$ cat src/logic/swlck_pkg.sv
// Purpose: Shared types and constants for the switch lock controller.
// Assumes: One upstream port (index 0) and a small number of downstream ports.
// Notes:   TLP kinds are abstracted to a few codes that the lock logic cares about.
`default_nettype none
package swlck_pkg;
  localparam int unsigned SWLCK_NUM_PORTS = 3;
  localparam int unsigned SWLCK_PORT_W    = 2;
  localparam int unsigned SWLCK_UP_PORT   = 0;
  localparam int unsigned SWLCK_STS_W     = 8;
  localparam int unsigned SWLCK_LOCKED_BIT = 0;
  localparam int unsigned SWLCK_DNLOCK_BIT = 1;
  localparam int unsigned SWLCK_PORT_LSB  = 2;
  localparam logic [7:0]  SWLCK_STS_RESET = 8'h00;
  localparam logic [1:0]  SWLCK_PORT_NONE = 2'h3;

  typedef enum logic [2:0] {
    SWLCK_TLP_MWR    = 3'h0,
    SWLCK_TLP_MRDLK  = 3'h1,
    SWLCK_TLP_CPLDLK = 3'h2,
    SWLCK_TLP_CPLLK  = 3'h3,
    SWLCK_TLP_UNLOCK = 3'h4,
    SWLCK_TLP_MSG    = 3'h5,
    SWLCK_TLP_OTHER  = 3'h6
  } swlck_tlp_type;

  typedef enum logic [3:0] {
    SWLCK_IDLE   = 4'b0001,
    SWLCK_DNLOCK = 4'b0010,
    SWLCK_LOCKED = 4'b0100,
    SWLCK_FAILED = 4'b1000
  } swlck_state_type;
endpackage
`default_nettype wire

$ cat src/logic/swlck_if.sv
// Purpose: Carrier between the switch lock controller and the root side.
// Assumes: One TLP header event per cycle on each direction, valid/ready handshake.
// Notes:   Root issues requests; switch returns completions and forwards locks.
`default_nettype none
interface swlck_if
  import swlck_pkg::*;
(
  input wire logic ref_clk,
  input wire logic nrst
);
  // Root to switch upstream port.
  logic          req_valid;
  logic          req_ready;
  swlck_tlp_type req_type;
  logic [1:0]    req_port;
  // Switch to root completions.
  logic          cpl_valid;
  logic          cpl_ready;
  swlck_tlp_type cpl_type;

  modport dev
  (
    input  ref_clk, nrst, req_valid, req_type, req_port, cpl_ready,
    output req_ready, cpl_valid, cpl_type
  );
  modport root
  (
    input  ref_clk, nrst, req_ready, cpl_valid, cpl_type,
    output req_valid, req_type, req_port, cpl_ready
  );
endinterface
`default_nettype wire

$ cat src/logic/swlck_gate.sv
// Purpose: Per-port blocking gate for downstream-originated TLPs.
// Assumes: Source logic holds a TLP stable while its ready is low.
// Notes:   Blocked TLPs are held, never dropped; timeouts live elsewhere.
`default_nettype none
module swlck_gate
  import swlck_pkg::*;
(
  // Source side.
  input  wire logic       src_valid,
  output logic            src_ready,
  input  wire logic [1:0] src_port,
  input  wire logic [1:0] dst_port,
  // Lock state.
  input  wire logic       dn_locked,
  input  wire logic       sw_locked,
  input  wire logic [1:0] lock_port,
  // Fabric side.
  output logic            fab_valid,
  input  wire logic       fab_ready
);
  logic blocked;

  always_comb
  begin
    blocked = 1'b0;
    // A downstream lock only shields the locked port itself.
    if ((dn_locked || sw_locked) && dst_port == lock_port && src_port != lock_port)
    begin
      blocked = 1'b1;
    end
    if (sw_locked && dst_port == SWLCK_PORT_W'(SWLCK_UP_PORT) && src_port != lock_port)
    begin
      blocked = 1'b1;
    end
  end

  // Holding ready low keeps the TLP in its source queue.
  assign fab_valid = src_valid && !blocked;
  assign src_ready = fab_ready && !blocked;
endmodule
`default_nettype wire

$ cat src/logic/swlck_dev.sv
// Purpose: Lock sequence controller of the switch, root-facing end.
// Assumes: Posted-queue empty flags come from the port queues on ref_clk.
// Notes:   Status word is exported for the sideband management slave.
`default_nettype none
module swlck_dev
  import swlck_pkg::*;
#(
  parameter int unsigned NUM_PORTS = SWLCK_NUM_PORTS
)
(
  // Root link.
  swlck_if.dev            up,
  // Posted queue state.
  input  wire logic [NUM_PORTS-1:0] posted_empty_dn,
  input  wire logic [NUM_PORTS-1:0] posted_empty_up,
  // Forward to downstream port.
  output logic            fwd_valid,
  input  wire logic       fwd_ready,
  output swlck_tlp_type   fwd_type,
  output logic [1:0]      fwd_port,
  // Completions from downstream.
  input  wire logic       dcpl_valid,
  output logic            dcpl_ready,
  input  wire swlck_tlp_type dcpl_type,
  input  wire logic [1:0] dcpl_port,
  // Downstream-originated traffic.
  input  wire logic       dtlp_valid,
  output logic            dtlp_ready,
  input  wire logic [1:0] dtlp_src,
  input  wire logic [1:0] dtlp_dst,
  output logic            dtlp_fab_valid,
  input  wire logic       dtlp_fab_ready,
  // Message insertion.
  input  wire logic       msg_valid,
  output logic            msg_ready,
  // Sideband management.
  input  wire logic       mgmt_rd,
  output logic [7:0]      mgmt_rdata,
  output logic [7:0]      switch_status_word,
  output logic            switch_locked_flag
);
  swlck_state_type state_q;
  swlck_state_type state_d;
  logic [1:0]      lock_port_q;
  logic [1:0]      lock_port_d;
  logic [7:0]      rdata_q;
  logic            cpl_pend_q;
  swlck_tlp_type   cpl_type_q;
  logic            req_go;
  logic            cpl_go;
  logic            posted_ok;

  function automatic logic port_empty(input logic [NUM_PORTS-1:0] v, input logic [1:0] p);
    port_empty = (32'(p) < NUM_PORTS) ? v[p] : 1'b1;
  endfunction

  // A lock read or Unlock may pass only once posted traffic ahead of it has drained; other requests pass at once.
  always_comb
  begin
    posted_ok = 1'b1;
    unique case (up.req_type)
      SWLCK_TLP_MRDLK:  posted_ok = port_empty(posted_empty_dn, up.req_port);
      SWLCK_TLP_UNLOCK: posted_ok = &posted_empty_dn;
      default:          posted_ok = 1'b1;
    endcase
  end

  // A new lock read to another port while a sequence is active is refused.
  logic seq_conflict;
  assign seq_conflict = (state_q != SWLCK_IDLE) && up.req_type == SWLCK_TLP_MRDLK
                        && up.req_port != lock_port_q;

  assign fwd_valid = up.req_valid && posted_ok && !seq_conflict;
  assign fwd_type  = up.req_type;
  assign fwd_port  = (up.req_type == SWLCK_TLP_UNLOCK) ? lock_port_q : up.req_port;
  assign up.req_ready = fwd_ready && posted_ok && !seq_conflict;
  assign req_go    = up.req_valid && up.req_ready;

  // Completion returns to root; locked completion waits on upstream posted writes.
  assign dcpl_ready = !cpl_pend_q && port_empty(posted_empty_up, dcpl_port);
  assign cpl_go     = dcpl_valid && dcpl_ready;
  assign up.cpl_valid = cpl_pend_q;
  assign up.cpl_type  = cpl_type_q;

  always_ff @(posedge up.ref_clk or negedge up.nrst)
  begin
    if (!up.nrst)
    begin
      cpl_pend_q <= 1'b0;
      cpl_type_q <= SWLCK_TLP_CPLLK;
    end
    else if (cpl_go)
    begin
      cpl_pend_q <= 1'b1;
      cpl_type_q <= dcpl_type;
    end
    else if (up.cpl_ready)
    begin
      cpl_pend_q <= 1'b0;
    end
  end

  always_comb
  begin
    state_d     = state_q;
    lock_port_d = lock_port_q;
    if (req_go && up.req_type == SWLCK_TLP_UNLOCK)
    begin
      state_d     = SWLCK_IDLE;
      lock_port_d = SWLCK_PORT_NONE;
    end
    else
    begin
      unique case (state_q)
        SWLCK_IDLE:
        begin
          if (req_go && up.req_type == SWLCK_TLP_MRDLK)
          begin
            state_d     = SWLCK_DNLOCK;
            lock_port_d = up.req_port;
          end
        end
        SWLCK_DNLOCK:
        begin
          if (cpl_go && dcpl_port == lock_port_q)
          begin
            state_d = (dcpl_type == SWLCK_TLP_CPLDLK) ? SWLCK_LOCKED : SWLCK_FAILED;
          end
        end
        // Reads, writes and completions do not move a held lock.
        SWLCK_LOCKED: state_d = SWLCK_LOCKED;
        SWLCK_FAILED: state_d = SWLCK_FAILED;
        default:
        begin
          state_d     = SWLCK_IDLE;
          lock_port_d = SWLCK_PORT_NONE;
        end
      endcase
    end
  end

  always_ff @(posedge up.ref_clk or negedge up.nrst)
  begin
    if (!up.nrst)
    begin
      state_q     <= SWLCK_IDLE;
      lock_port_q <= SWLCK_PORT_NONE;
    end
    else
    begin
      state_q     <= state_d;
      lock_port_q <= lock_port_d;
    end
  end

  swlck_gate u_gate
  (
    .src_valid (dtlp_valid),
    .src_ready (dtlp_ready),
    .src_port  (dtlp_src),
    .dst_port  (dtlp_dst),
    .dn_locked (state_q == SWLCK_DNLOCK || state_q == SWLCK_FAILED),
    .sw_locked (state_q == SWLCK_LOCKED),
    .lock_port (lock_port_q),
    .fab_valid (dtlp_fab_valid),
    .fab_ready (dtlp_fab_ready)
  );

  // Message insertion is never gated by lock state.
  assign msg_ready = msg_valid;

  assign switch_locked_flag = (state_q == SWLCK_LOCKED);
  always_comb
  begin
    switch_status_word                   = SWLCK_STS_RESET;
    switch_status_word[SWLCK_LOCKED_BIT] = switch_locked_flag;
    switch_status_word[SWLCK_DNLOCK_BIT] = (state_q != SWLCK_IDLE);
    switch_status_word[SWLCK_PORT_LSB +: 2] = lock_port_q;
  end

  // Sideband reads ignore lock state entirely.
  always_ff @(posedge up.ref_clk or negedge up.nrst)
  begin
    if (!up.nrst)
    begin
      rdata_q <= SWLCK_STS_RESET;
    end
    else if (mgmt_rd)
    begin
      rdata_q <= switch_status_word;
    end
  end
  assign mgmt_rdata = rdata_q;
endmodule
`default_nettype wire

$ cat src/flat_wrapper.sv
// flat-port wrapper written by rule: the top's interface ports become plain ports
module swlck_dev_flat import swlck_pkg::*;
#(
  parameter int unsigned NUM_PORTS = SWLCK_NUM_PORTS
)
  (posted_empty_dn, posted_empty_up, fwd_valid, fwd_ready, fwd_type, fwd_port, dcpl_valid, dcpl_ready, dcpl_type, dcpl_port, dtlp_valid, dtlp_ready, dtlp_src, dtlp_dst, dtlp_fab_valid, dtlp_fab_ready, msg_valid, msg_ready, mgmt_rd, mgmt_rdata, switch_status_word, switch_locked_flag, ref_clk, nrst, up_req_valid, up_req_type, up_req_port, up_cpl_ready, up_req_ready, up_cpl_valid, up_cpl_type);
  swlck_if up_i (.ref_clk(ref_clk), .nrst(nrst));
  input  wire logic [NUM_PORTS-1:0] posted_empty_dn;
  input  wire logic [NUM_PORTS-1:0] posted_empty_up;
  output logic fwd_valid;
  input  wire logic fwd_ready;
  output swlck_tlp_type fwd_type;
  output logic [1:0] fwd_port;
  input  wire logic dcpl_valid;
  output logic dcpl_ready;
  input  wire swlck_tlp_type dcpl_type;
  input  wire logic [1:0] dcpl_port;
  input  wire logic dtlp_valid;
  output logic dtlp_ready;
  input  wire logic [1:0] dtlp_src;
  input  wire logic [1:0] dtlp_dst;
  output logic dtlp_fab_valid;
  input  wire logic dtlp_fab_ready;
  input  wire logic msg_valid;
  output logic msg_ready;
  input  wire logic mgmt_rd;
  output logic [7:0] mgmt_rdata;
  output logic [7:0] switch_status_word;
  output logic switch_locked_flag;
  input wire logic ref_clk;
  input wire logic nrst;
  input wire logic [$bits(up_i.req_valid)-1:0] up_req_valid;
  input wire logic [$bits(up_i.req_type)-1:0] up_req_type;
  input wire logic [$bits(up_i.req_port)-1:0] up_req_port;
  input wire logic [$bits(up_i.cpl_ready)-1:0] up_cpl_ready;
  output wire logic [$bits(up_i.req_ready)-1:0] up_req_ready;
  output wire logic [$bits(up_i.cpl_valid)-1:0] up_cpl_valid;
  output wire logic [$bits(up_i.cpl_type)-1:0] up_cpl_type;
  assign up_i.req_valid = up_req_valid;
  assign up_i.req_type = up_req_type;
  assign up_i.req_port = up_req_port;
  assign up_i.cpl_ready = up_cpl_ready;
  assign up_req_ready = up_i.req_ready;
  assign up_cpl_valid = up_i.cpl_valid;
  assign up_cpl_type = up_i.cpl_type;
  swlck_dev #(.NUM_PORTS(NUM_PORTS)) u_core (.up(up_i), .posted_empty_dn(posted_empty_dn), .posted_empty_up(posted_empty_up), .fwd_valid(fwd_valid), .fwd_ready(fwd_ready), .fwd_type(fwd_type), .fwd_port(fwd_port), .dcpl_valid(dcpl_valid), .dcpl_ready(dcpl_ready), .dcpl_type(dcpl_type), .dcpl_port(dcpl_port), .dtlp_valid(dtlp_valid), .dtlp_ready(dtlp_ready), .dtlp_src(dtlp_src), .dtlp_dst(dtlp_dst), .dtlp_fab_valid(dtlp_fab_valid), .dtlp_fab_ready(dtlp_fab_ready), .msg_valid(msg_valid), .msg_ready(msg_ready), .mgmt_rd(mgmt_rd), .mgmt_rdata(mgmt_rdata), .switch_status_word(switch_status_word), .switch_locked_flag(switch_locked_flag));
endmodule
$ cat config.mk
export PLATFORM = sky130hd
export DESIGN_NAME = swlck_dev_flat
export DESIGN_NICKNAME = d
export VERILOG_FILES = /design/src/logic/swlck_pkg.sv /design/src/logic/swlck_if.sv /design/src/logic/swlck_gate.sv /design/src/logic/swlck_dev.sv /design/src/flat_wrapper.sv
export SDC_FILE = /design/constraint.sdc
export NUM_CORES = 1
export LEC_CHECK = 0
export ABC_AREA = 1
export BUFFER_PORTS_ARGS = -buffer_cell sky130_fd_sc_hd__buf_2
export CAP_MARGIN = 30
export CORE_MARGIN = 4
export CORE_UTILIZATION = 31
export CTS_CLUSTER_DIAMETER = 80
export DETAILED_ROUTE_END_ITERATION = 7
export PLACE_DENSITY = 0.69
export SLEW_MARGIN = 15
export SYNTH_ARGS = -nofsm -noshare
export SYNTH_HDL_FRONTEND = slang
export SYNTH_HIERARCHICAL = 1
export SYNTH_SLANG_ARGS = --single-unit
$ cat constraint.sdc
create_clock -name ref_clk -period 1.8 [get_ports ref_clk]
set_input_delay 0.18 -clock ref_clk [delete_from_list [all_inputs] [get_ports ref_clk]]
set_output_delay 0.18 -clock ref_clk [all_outputs]
set_load 0.005 [all_outputs]
==> impl_metrics.ini, run 1 <==
[clocking]
h-tree-depth = 1
cts_num_sinks = 14
clk_pin_slew_worst_paths_ns = 0.10
insertion_delay_ns = 0.28
cts_inserted_buffers = 3
cts_tree = built
clk_path_buf_depth = 2
cts_root_buffer = clkbuf_4

[yosys]
yosys-top-cells-area = dfrtp_1, nand2_1, dfstp_2
netlist.area_leader.share = 0.203
async_flop_share = 1.00
yosysMostFrequentCell = nand2_1
ys_types = 22
synth_seq_area_share = 0.322
synth_area_leader_cell = dfrtp_1
syn_area_mm2 = 0.00111
ys.flop_type = dfrtp_1
synth_seq_cells = 14
ys_top_cells_by_count = nand2_1, inv_1, nor2_1
synth.avg_cell_area_um2 = 6.51
synthCells = 170
synth_edf_count = 0
yosysWarnings = 6

[drt]
initialDrtViolationCount = 28
route.vias.total = 1118
wire_per_inst_um = 9.70
via_per_inst = 4.14
drt-total-wl_um = 2620
postRouteAntennaNets = 0
firstDrtPassIters = 4
drc = 0

[power]
intPower_uw = 898
pwr-share-comb = 0.490
fin_total_pwr_uw = 1510
ir_drop_uv = 345
p_sw_frac = 0.405
power.density_mw_per_mm2 = 1040
p_clk_frac = 0.151
power_frac_seq = 0.360
leakage_uw = 0.000844
p_switching_uw = 611

[finish]
multi_input_area_um2 = 594
nFillCells = 358
syn_to_final_growth_pct = 30.5
nets = 255
utilization = 0.426
num_antenna_cells = 0
final_layout_size_suffix_gt1_frac = 0.371
regArea_um2 = 357

[timing]
fin_skew_ns = 0.0123
max_freq_mhz = 575
finalCritPeriodShare = 0.966
fin_tns_setup_ns = 0
min_period_ns = 1.74
fin_ws_ns = 0.0612
report.final.slew_viol_count = 0
rsz0062_at_grt = yes
hold_viol = 0
timing.hold.ws_ns = 0.0616
setup_violations = 0

[global_routing]
grt_use_total = 0.114
grt_pass1_vias = 1005
grt.overflow.total = 0
antenna_found_initial = 0
grt_pass1_wl_um = 4150
grt_max_degree = 15

[worst_hold_path]
hp-class = in -> reg

[die]
die_area_mm2 = 0.00459
start_util = 0.327
row_count = 21
ios = 62
core_mm2 = 0.00339
die_w_um = 67.8
die_y_um = 67.8

[critical_path]
crit_path_start_kind = flop
path_class = reg -> out
cp.required_ns = 1.62
cp.arrival_ns = 1.56
end_kind = primary output
cp_max_fo = 3

[run_status]
status = complete, no violations

[placed_design]
dp_worst_setup_slack_ns = 0.164
port-buffer-count = 51
gp_congestion = 0.827
hpwl_um = 2120

[run]
maxCapViolCount = 0
==> path summary, 6_finish.rpt <==
path	start	end	slack, ns	depth (start not counted)
setup / recovery	u_core/state_q[3]	dtlp_fab_valid	0.06	11
hold / removal	up_cpl_ready	u_core/up.cpl_valid	0.06	2
setup reg to reg	u_core/lock_port_q[0]	u_core/lock_port_q[0]	0.19	11
hold reg to reg	u_core/mgmt_rdata[0]	u_core/mgmt_rdata[0]	0.49	2
max in group asynchronous	nrst	u_core/state_q[0]	1.18	2
min in group asynchronous	nrst	u_core/mgmt_rdata[2]	0.32	2
==> layout make-up <==
cell class              count  area share
clock buffers               4      0.0251
repair buffers             56       0.204
inverters                  28      0.0727
flip-flops and latches     14       0.247
well taps                  46      0.0398
multi-input cells         122       0.411
==> layer usage <==
layer | routed length, um | GRT usage | up-vias | share of wire
met4 | 16 | 0.0304 | 0 | 0.0061
met3 | 119 | 0.0116 | 2 | 0.045
met1 | 1050 | 0.138 | 488 | 0.40
li1 | - | - | 608 | -
met2 | 1430 | 0.211 | 20 | 0.55
met5 | 0 | 0 | - | 0
==> cell families (layout without fill, tap and decap cells) <==
kind of cell,count (synthesis),in the layout,synth area share
multiplexers,2,2,0.0203
flip-flops,14,14,0.322
other,1,8,0.00339
XOR/XNOR,3,3,0.0237
buffers and inverters,41,88,0.183
AO/OA/AOI/OAI,14,14,0.0655
AND/OR/NAND/NOR,95,95,0.382
==> state kept, by name, indices dropped and copies added (netlist names) <==
register,cells
u_core/lock_port_q,2
u_core/mgmt_rdata,4
u_core/state_q,4
u_core/up.cpl_type,3
u_core/up.cpl_valid,1
==> worst max-delay path: stages (launching register included) <==
cell and delay, ns:
dfrtp_1 0.42, nor2_2 0.17, nand3_2 0.11, nand2_1 0.08, inv_1 0.04, nand2_1 0.05
o21ai_1 0.05, nor2_1 0.08, nand2_1 0.06, nand2_2 0.07, nor2_1 0.04, buf_2 0.11
==> power by group through the flow <==
stage                     logic, uW  registers (uW)  clock network, uW
after floorplan                 458             537                  0
after global placement          676             544                  0
after detailed placement        683             546                  0
after CTS                       714             539                237
after global routing            847             564                260
final                           739             543                227
==> repair_timing <==
action,4_1_cts,5_1_grt
buffers inserted,2,2
endpoints found under the setup margin,2,5
resized for setup,2,6
pin swaps,1,8
hold endpoints to repair,9,0
hold buffers,1,0
==> through the flow <==
step	instances	cell area [um^2]
finish	270	1450
global route	270	1450
CTS	268	1420
detailed placement	261	1350
global placement	261	1350
floorplan	177	1130
==> placed cells by master, fill, tap and decap left out <==
cell           netlist  layout
o21ai_1              1       2
o211ai_1             1       1
dfrtp_1              9       9
dfstp_2              5       5
clkbuf_4             0       3
nor2_1              21      19
nand3_2              0       2
nand4_1              1       1
nor3_1               2       2
nand4_4              1       1
buf_2                0      51
nor2_2               2       4
nor2_4               1       1
nand2_2              5       7
conb_1               1       8
nand3_1             11       9
dlygate4sd3_1        0       1
clkbuf_8             0       1
or2_2                1       1
nand2_1             49      47
mux2_2               2       2
buf_4               13       4
and2_1               1       1
xnor2_1              3       3
inv_1               28      27
a21oi_1              1       1
o21ai_0             11      10
inv_2                0       1
Note: power is estimated with default switching activity, not from simulation.
==> run 2: changes to the inputs <==
--- a/config.mk
+++ b/config.mk
@@ -8,11 +8,13 @@
 export ABC_AREA = 1
 export BUFFER_PORTS_ARGS = -buffer_cell sky130_fd_sc_hd__buf_2
 export CAP_MARGIN = 30
+export CELL_PAD_IN_SITES_DETAIL_PLACEMENT = 1
+export CELL_PAD_IN_SITES_GLOBAL_PLACEMENT = 2
 export CORE_MARGIN = 4
-export CORE_UTILIZATION = 31
+export CORE_UTILIZATION = 21
 export CTS_CLUSTER_DIAMETER = 80
 export DETAILED_ROUTE_END_ITERATION = 7
-export PLACE_DENSITY = 0.69
+export PLACE_DENSITY = 0.87
 export SLEW_MARGIN = 15
 export SYNTH_ARGS = -nofsm -noshare
 export SYNTH_HDL_FRONTEND = slang
==> impl_metrics.ini, run 2 (synthesis results as in run 1) <==
[critical_path]
critPathBufInv = 2
cp_max_fo = 2
r2r_slack_ns = 0.16
slowest_stage = dfrtp_1
reg2regPathDepth = 11
cp.required_ns = 1.62
crit_path_start_kind = flop
slowest_delay_ns = 0.41
r2r_end = u_core/lock_port_q[1]
crit_family = simple AND/OR/NAND/NOR gates
crit_top_cell = nand2_2
cp.arrival_ns = 1.62
path_class = reg -> out
path_cells = nor2_2 > nand3_2 > nand2_2 > inv_2 > nand2_2 > o21ai_1 > nor2_1 > nand2_1 > nand2_2 > nor2_1 > buf_2
crit_start = u_core/state_q[1]
r2r-start = u_core/lock_port_q[1]
end_kind = primary output

[global_routing]
grt_use_total = 0.0975
antenna_found_initial = 0
grt.overflow.total = 0
grt_pass1_wl_um = 5110
grt_max_degree = 15
grt_pass1_vias = 1212

[worst_hold_path]
hp-start = up_cpl_ready
worstHoldEndpoint = u_core/up.cpl_valid
hp-class = in -> reg
min_path_cells = 2

[clocking]
cts_tree = built
insertion_delay_ns = 0.24
cts_num_sinks = 14
h-tree-depth = 1
cts_root_buffer = clkbuf_8
clk_pin_slew_worst_paths_ns = 0.06
clk_path_buf_depth = 2
cts_inserted_buffers = 3

[placed_design]
port-buffer-count = 51
hpwl_um = 2690
gp_congestion = 0.746
dp_worst_setup_slack_ns = 0.147

[timing]
setup_violations = 0
report.final.slew_viol_count = 0
min_period_ns = 1.80
rsz0062_at_grt = yes
max_freq_mhz = 557
fin_skew_ns = 0.00241
finalCritPeriodShare = 0.998
timing.hold.ws_ns = 0.112
fin_ws_ns = 0.00413
hold_viol = 0

[die]
row_count = 26
die_y_um = 80.6
die_w_um = 80.6
start_util = 0.217
ios = 62
die_area_mm2 = 0.00650
core_mm2 = 0.00511

[drt]
postRouteAntennaNets = 0
firstDrtPassIters = 4
drt-total-wl_um = 3500
wire_per_inst_um = 11.7
drc = 0
route.vias.total = 1210
via_per_inst = 4.03
initialDrtViolationCount = 44

[power]
p_sw_frac = 0.406
intPower_uw = 987
pwr-share-comb = 0.488
ir_drop_uv = 368
leakage_uw = 0.000876
power_frac_seq = 0.331
p_clk_frac = 0.181
power.density_mw_per_mm2 = 1060
p_switching_uw = 675

[finish]
syn_to_final_growth_pct = 40.9
final_layout_size_suffix_gt1_frac = 0.422
utilization = 0.305
layout_common_cells = buf_2, nand2_1, inv_1
nets = 261
num_antenna_cells = 0
final_common_cell = buf_2

[run]
maxCapViolCount = 0

[run_status]
status = complete, no violations
==> run 2: repair_timing <==
item,in CTS,in global routing
buffers inserted,2,7
pin swaps,2,10
setup endpoints to repair,2,2
gates resized for setup,4,14
hold endpoints to repair,9,0
gates cloned,0,0
hold buffers,1,0
==> run 2: worst reg2reg max path: cells and delay by family, from the launching register on <==
kind,cells,cell delay (ns)
buffers and inverters,1,0.10
and+or+nand+nor,10,0.86
DFF,1,0.62
==> run 2: power by group through the flow <==
stage / Combinational [uW] / Sequential [uW] / Clock (uW)
after floorplan: 458 / 537 / 0
after global placement: 723 / 536 / 0
after detailed placement: 733 / 546 / 0
after CTS: 746 / 547 / 307
after global routing: 917 / 571 / 320
final: 810 / 550 / 301
==> run 2: how the worst max path moves through the flow <==
stage | slack [ns] | cells past startpoint | end
2_1_floorplan | 0.34 | 11 | u_core/lock_port_q[1]
3_3_place_gp | 0.19 | 10 | u_core/state_q[2]
3_5_place_dp | 0.15 | 11 | u_core/lock_port_q[1]
4_1_cts | 0.003 | 11 | dtlp_fab_valid
5_1_grt | -0.09 | 11 | dtlp_fab_valid
6_report | 0.004 | 11 | dtlp_fab_valid
==> run 2: per-stage QoR <==
step | instance area (um^2) | setup TNS (ns) | power [uW] | std cells
after global routing | 1560 | -0.164 | 1810 | 300
after global placement | 1390 | 0 | 1260 | 286
after floorplan | 1130 | 0 | 995 | 177
after detailed placement | 1390 | 0 | 1280 | 286
after CTS | 1480 | 0 | 1600 | 293
final | 1560 | 0 | 1660 | 300
==> run 2: routing by layer <==
metal | wire length, um | vias up | share of wire | GRT usage
li1 | - | 619 | - | -
met1 | 1470 | 557 | 0.42 | 0.113
met2 | 1850 | 32 | 0.53 | 0.187
met3 | 156 | 2 | 0.045 | 0.0146
met4 | 22 | 0 | 0.0063 | 0.0203
met5 | 0 | - | 0 | 0
==> run 2: cell type report <==
class | count | area (um^2)
Fill cell | 674 | 3550
Multi-Input combinational cell | 122 | 614
Sequential cell | 14 | 358
Timing Repair Buffer | 62 | 340
Inverter | 28 | 105
Tap cell | 70 | 87.6
Clock buffer | 4 | 55.1
==> run 3: changes to the inputs <==
--- a/config.mk
+++ b/config.mk
@@ -18,5 +18,4 @@
 export SLEW_MARGIN = 15
 export SYNTH_ARGS = -nofsm -noshare
 export SYNTH_HDL_FRONTEND = slang
-export SYNTH_HIERARCHICAL = 1
 export SYNTH_SLANG_ARGS = --single-unit
==> impl_metrics.ini, run 3 <==
[global_routing]
grt_max_degree = 15
grt_pass1_vias = 1157
grt_pass1_wl_um = 5060
grt.overflow.total = 0
grt_use_total = 0.100
antenna_found_initial = 0

[finish]
final_common_cell = buf_2
num_antenna_cells = 0
nFillCells = 663
syn_to_final_growth_pct = 33.6
nets = 242
layout_common_cells = buf_2, nand2_1, inv_1
final_layout_size_suffix_gt1_frac = 0.384
stdcell_area_mm2 = 0.00145

[drt]
route.vias.total = 1127
via_per_inst = 4.05
drt-total-wl_um = 3050
drc = 0
initialDrtViolationCount = 24
postRouteAntennaNets = 0
firstDrtPassIters = 4
wire_per_inst_um = 11.0

[power]
fin_total_pwr_uw = 1580
leakage_uw = 0.000803
power.density_mw_per_mm2 = 1090
ir_drop_uv = 368

[die]
row_count = 25
ios = 62
die_y_um = 79.9
start_util = 0.223
die_w_um = 79.9
core_mm2 = 0.00488
die_area_mm2 = 0.00639

[placed_design]
hpwl_um = 2590
port-buffer-count = 51
gp_congestion = 0.757
place_area_mm2 = 0.00136

[critical_path]
path_cells = nor2_1 > nand3_2 > nand3_2 > nand3_1 > a22oi_2 > nor2_1 > buf_2
slowest_delay_ns = 0.39
end_kind = primary output
r2r-start = u_core.lock_port_q[0]
slowest_stage = dfrtp_1
cp-endpoint = dtlp_fab_valid
cp_max_fo = 4
crit_path_start_kind = flop
r2r_slack_ns = 0.23
r2r_end = u_core.lock_port_q[0]
path_class = reg -> out
cp.arrival_ns = 1.50
crit_start = u_core.state_q[2]
reg2regPathDepth = 11
cp.required_ns = 1.62

[clocking]
clk_path_buf_depth = 2
cts_root_buffer = clkbuf_8
h-tree-depth = 1
cts_tree = built
cts_num_sinks = 14
clk_pin_slew_worst_paths_ns = 0.06
insertion_delay_ns = 0.24
cts_inserted_buffers = 3

[timing]
fin_tns_setup_ns = 0
finalCritPeriodShare = 0.935
max_freq_mhz = 594
setup_violations = 0
rsz0062_at_grt = no
min_period_ns = 1.68
fin_skew_ns = 0.00401
hold_viol = 0
report.final.slew_viol_count = 0

[yosys]
ys_types = 25
synthCells = 159
syn_area_mm2 = 0.00109
yosys-top-cells-area = dfrtp_1, nand2_1, dfstp_2
async_flop_share = 1.00
synth.avg_cell_area_um2 = 6.83
synth_seq_area_share = 0.328
ys_top_cells_by_count = nand2_1, inv_1, nor2_1
ys.flop_type = dfrtp_1
synth_seq_cells = 14
yosysMostFrequentCell = nand2_1
synth_area_leader_cell = dfrtp_1
netlist.area_leader.share = 0.207
synth_edf_count = 0
yosysWarnings = 0

[run_status]
status = complete, no violations

[run]
maxCapViolCount = 0

[worst_hold_path]
hp-class = in -> reg
## run 3: cells by family after synthesis
family                    share of synthesized area
AOI/OAI and AO/OA                            0.0795
muxes                                        0.0207
and+or+nand+nor                               0.347
DFF                                           0.328
other                                       0.00345
xor gates and xnor gates                     0.0403
buffers and inverters                         0.181
## run 3: area by class of cell
cell class                      count  area, um^2  share of cell area
Sequential cell                    14         357               0.246
Timing Repair Buffer               55         288               0.198
Inverter                           25        93.8              0.0647
Multi-Input combinational cell    113         574               0.396
Tap cell                           67        83.8              0.0578
Clock buffer                        4        55.1              0.0379
## run 3: worst max-delay path: cells and delay by family, from the launching register on
kind / cells / cell delay (ns)
AOI/OAI and AO/OA: 1 / 0.15
buffers and inverters: 1 / 0.12
DFF: 1 / 0.39
and+or+nand+nor: 5 / 0.59
## run 3: worst min-delay path by stage
stage                            start  slack (ns)  depth (start not counted)              endpoint
after floorplan                   nrst       -0.12                          0  u_core.mgmt_rdata[0]
after global placement            nrst        0.09                          1  u_core.mgmt_rdata[2]
after detailed placement          nrst        0.09                          1  u_core.mgmt_rdata[2]
after CTS                 up_cpl_ready        0.13                          2   u_core.up.cpl_valid
after global routing      up_cpl_ready        0.17                          2   u_core.up.cpl_valid
final                     up_cpl_ready        0.13                          2   u_core.up.cpl_valid
## run 3: what timing repair did
| item | CTS | global route |
|---|---|---|
| hold buffers | 1 | 0 |
| endpoints found under the setup margin | 2 | 2 |
| buffers inserted | 0 | 1 |
| pin swaps | 0 | 0 |
| endpoints found under the hold margin | 9 | 0 |
| resized for setup | 1 | 2 |
## run 3: metrics by stage
stage	worst slack, ns	utilization	hold WS (ns)	instances
finish	0.117	0.297	0.134	278
global route	0.00246	0.297	0.165	278
CTS	0.0184	0.294	0.134	277
detailed placement	0.212	0.279	0.0929	272
global placement	0.258	0.279	0.0857	272
floorplan	0.286	-	-0.116	166
## run 3: power breakdown
part / switching (uW) / total [uW] / leakage [uW] / internal, uW
registers: 98.2 / 547 / 0.000168 / 449
logic: 412 / 733 / 0.000607 / 321
clock network: 107 / 301 / 0.0000288 / 194
total: 617 / 1580 / 0.000803 / 964
## run 3: per-layer routing
layer,track usage,wire length [um],vias to the layer above
met3,0.0226,211,4
li1,-,-,574
met1,0.127,1440,505
met4,0.0372,46,0
met2,0.164,1350,44
met5,0,0,-
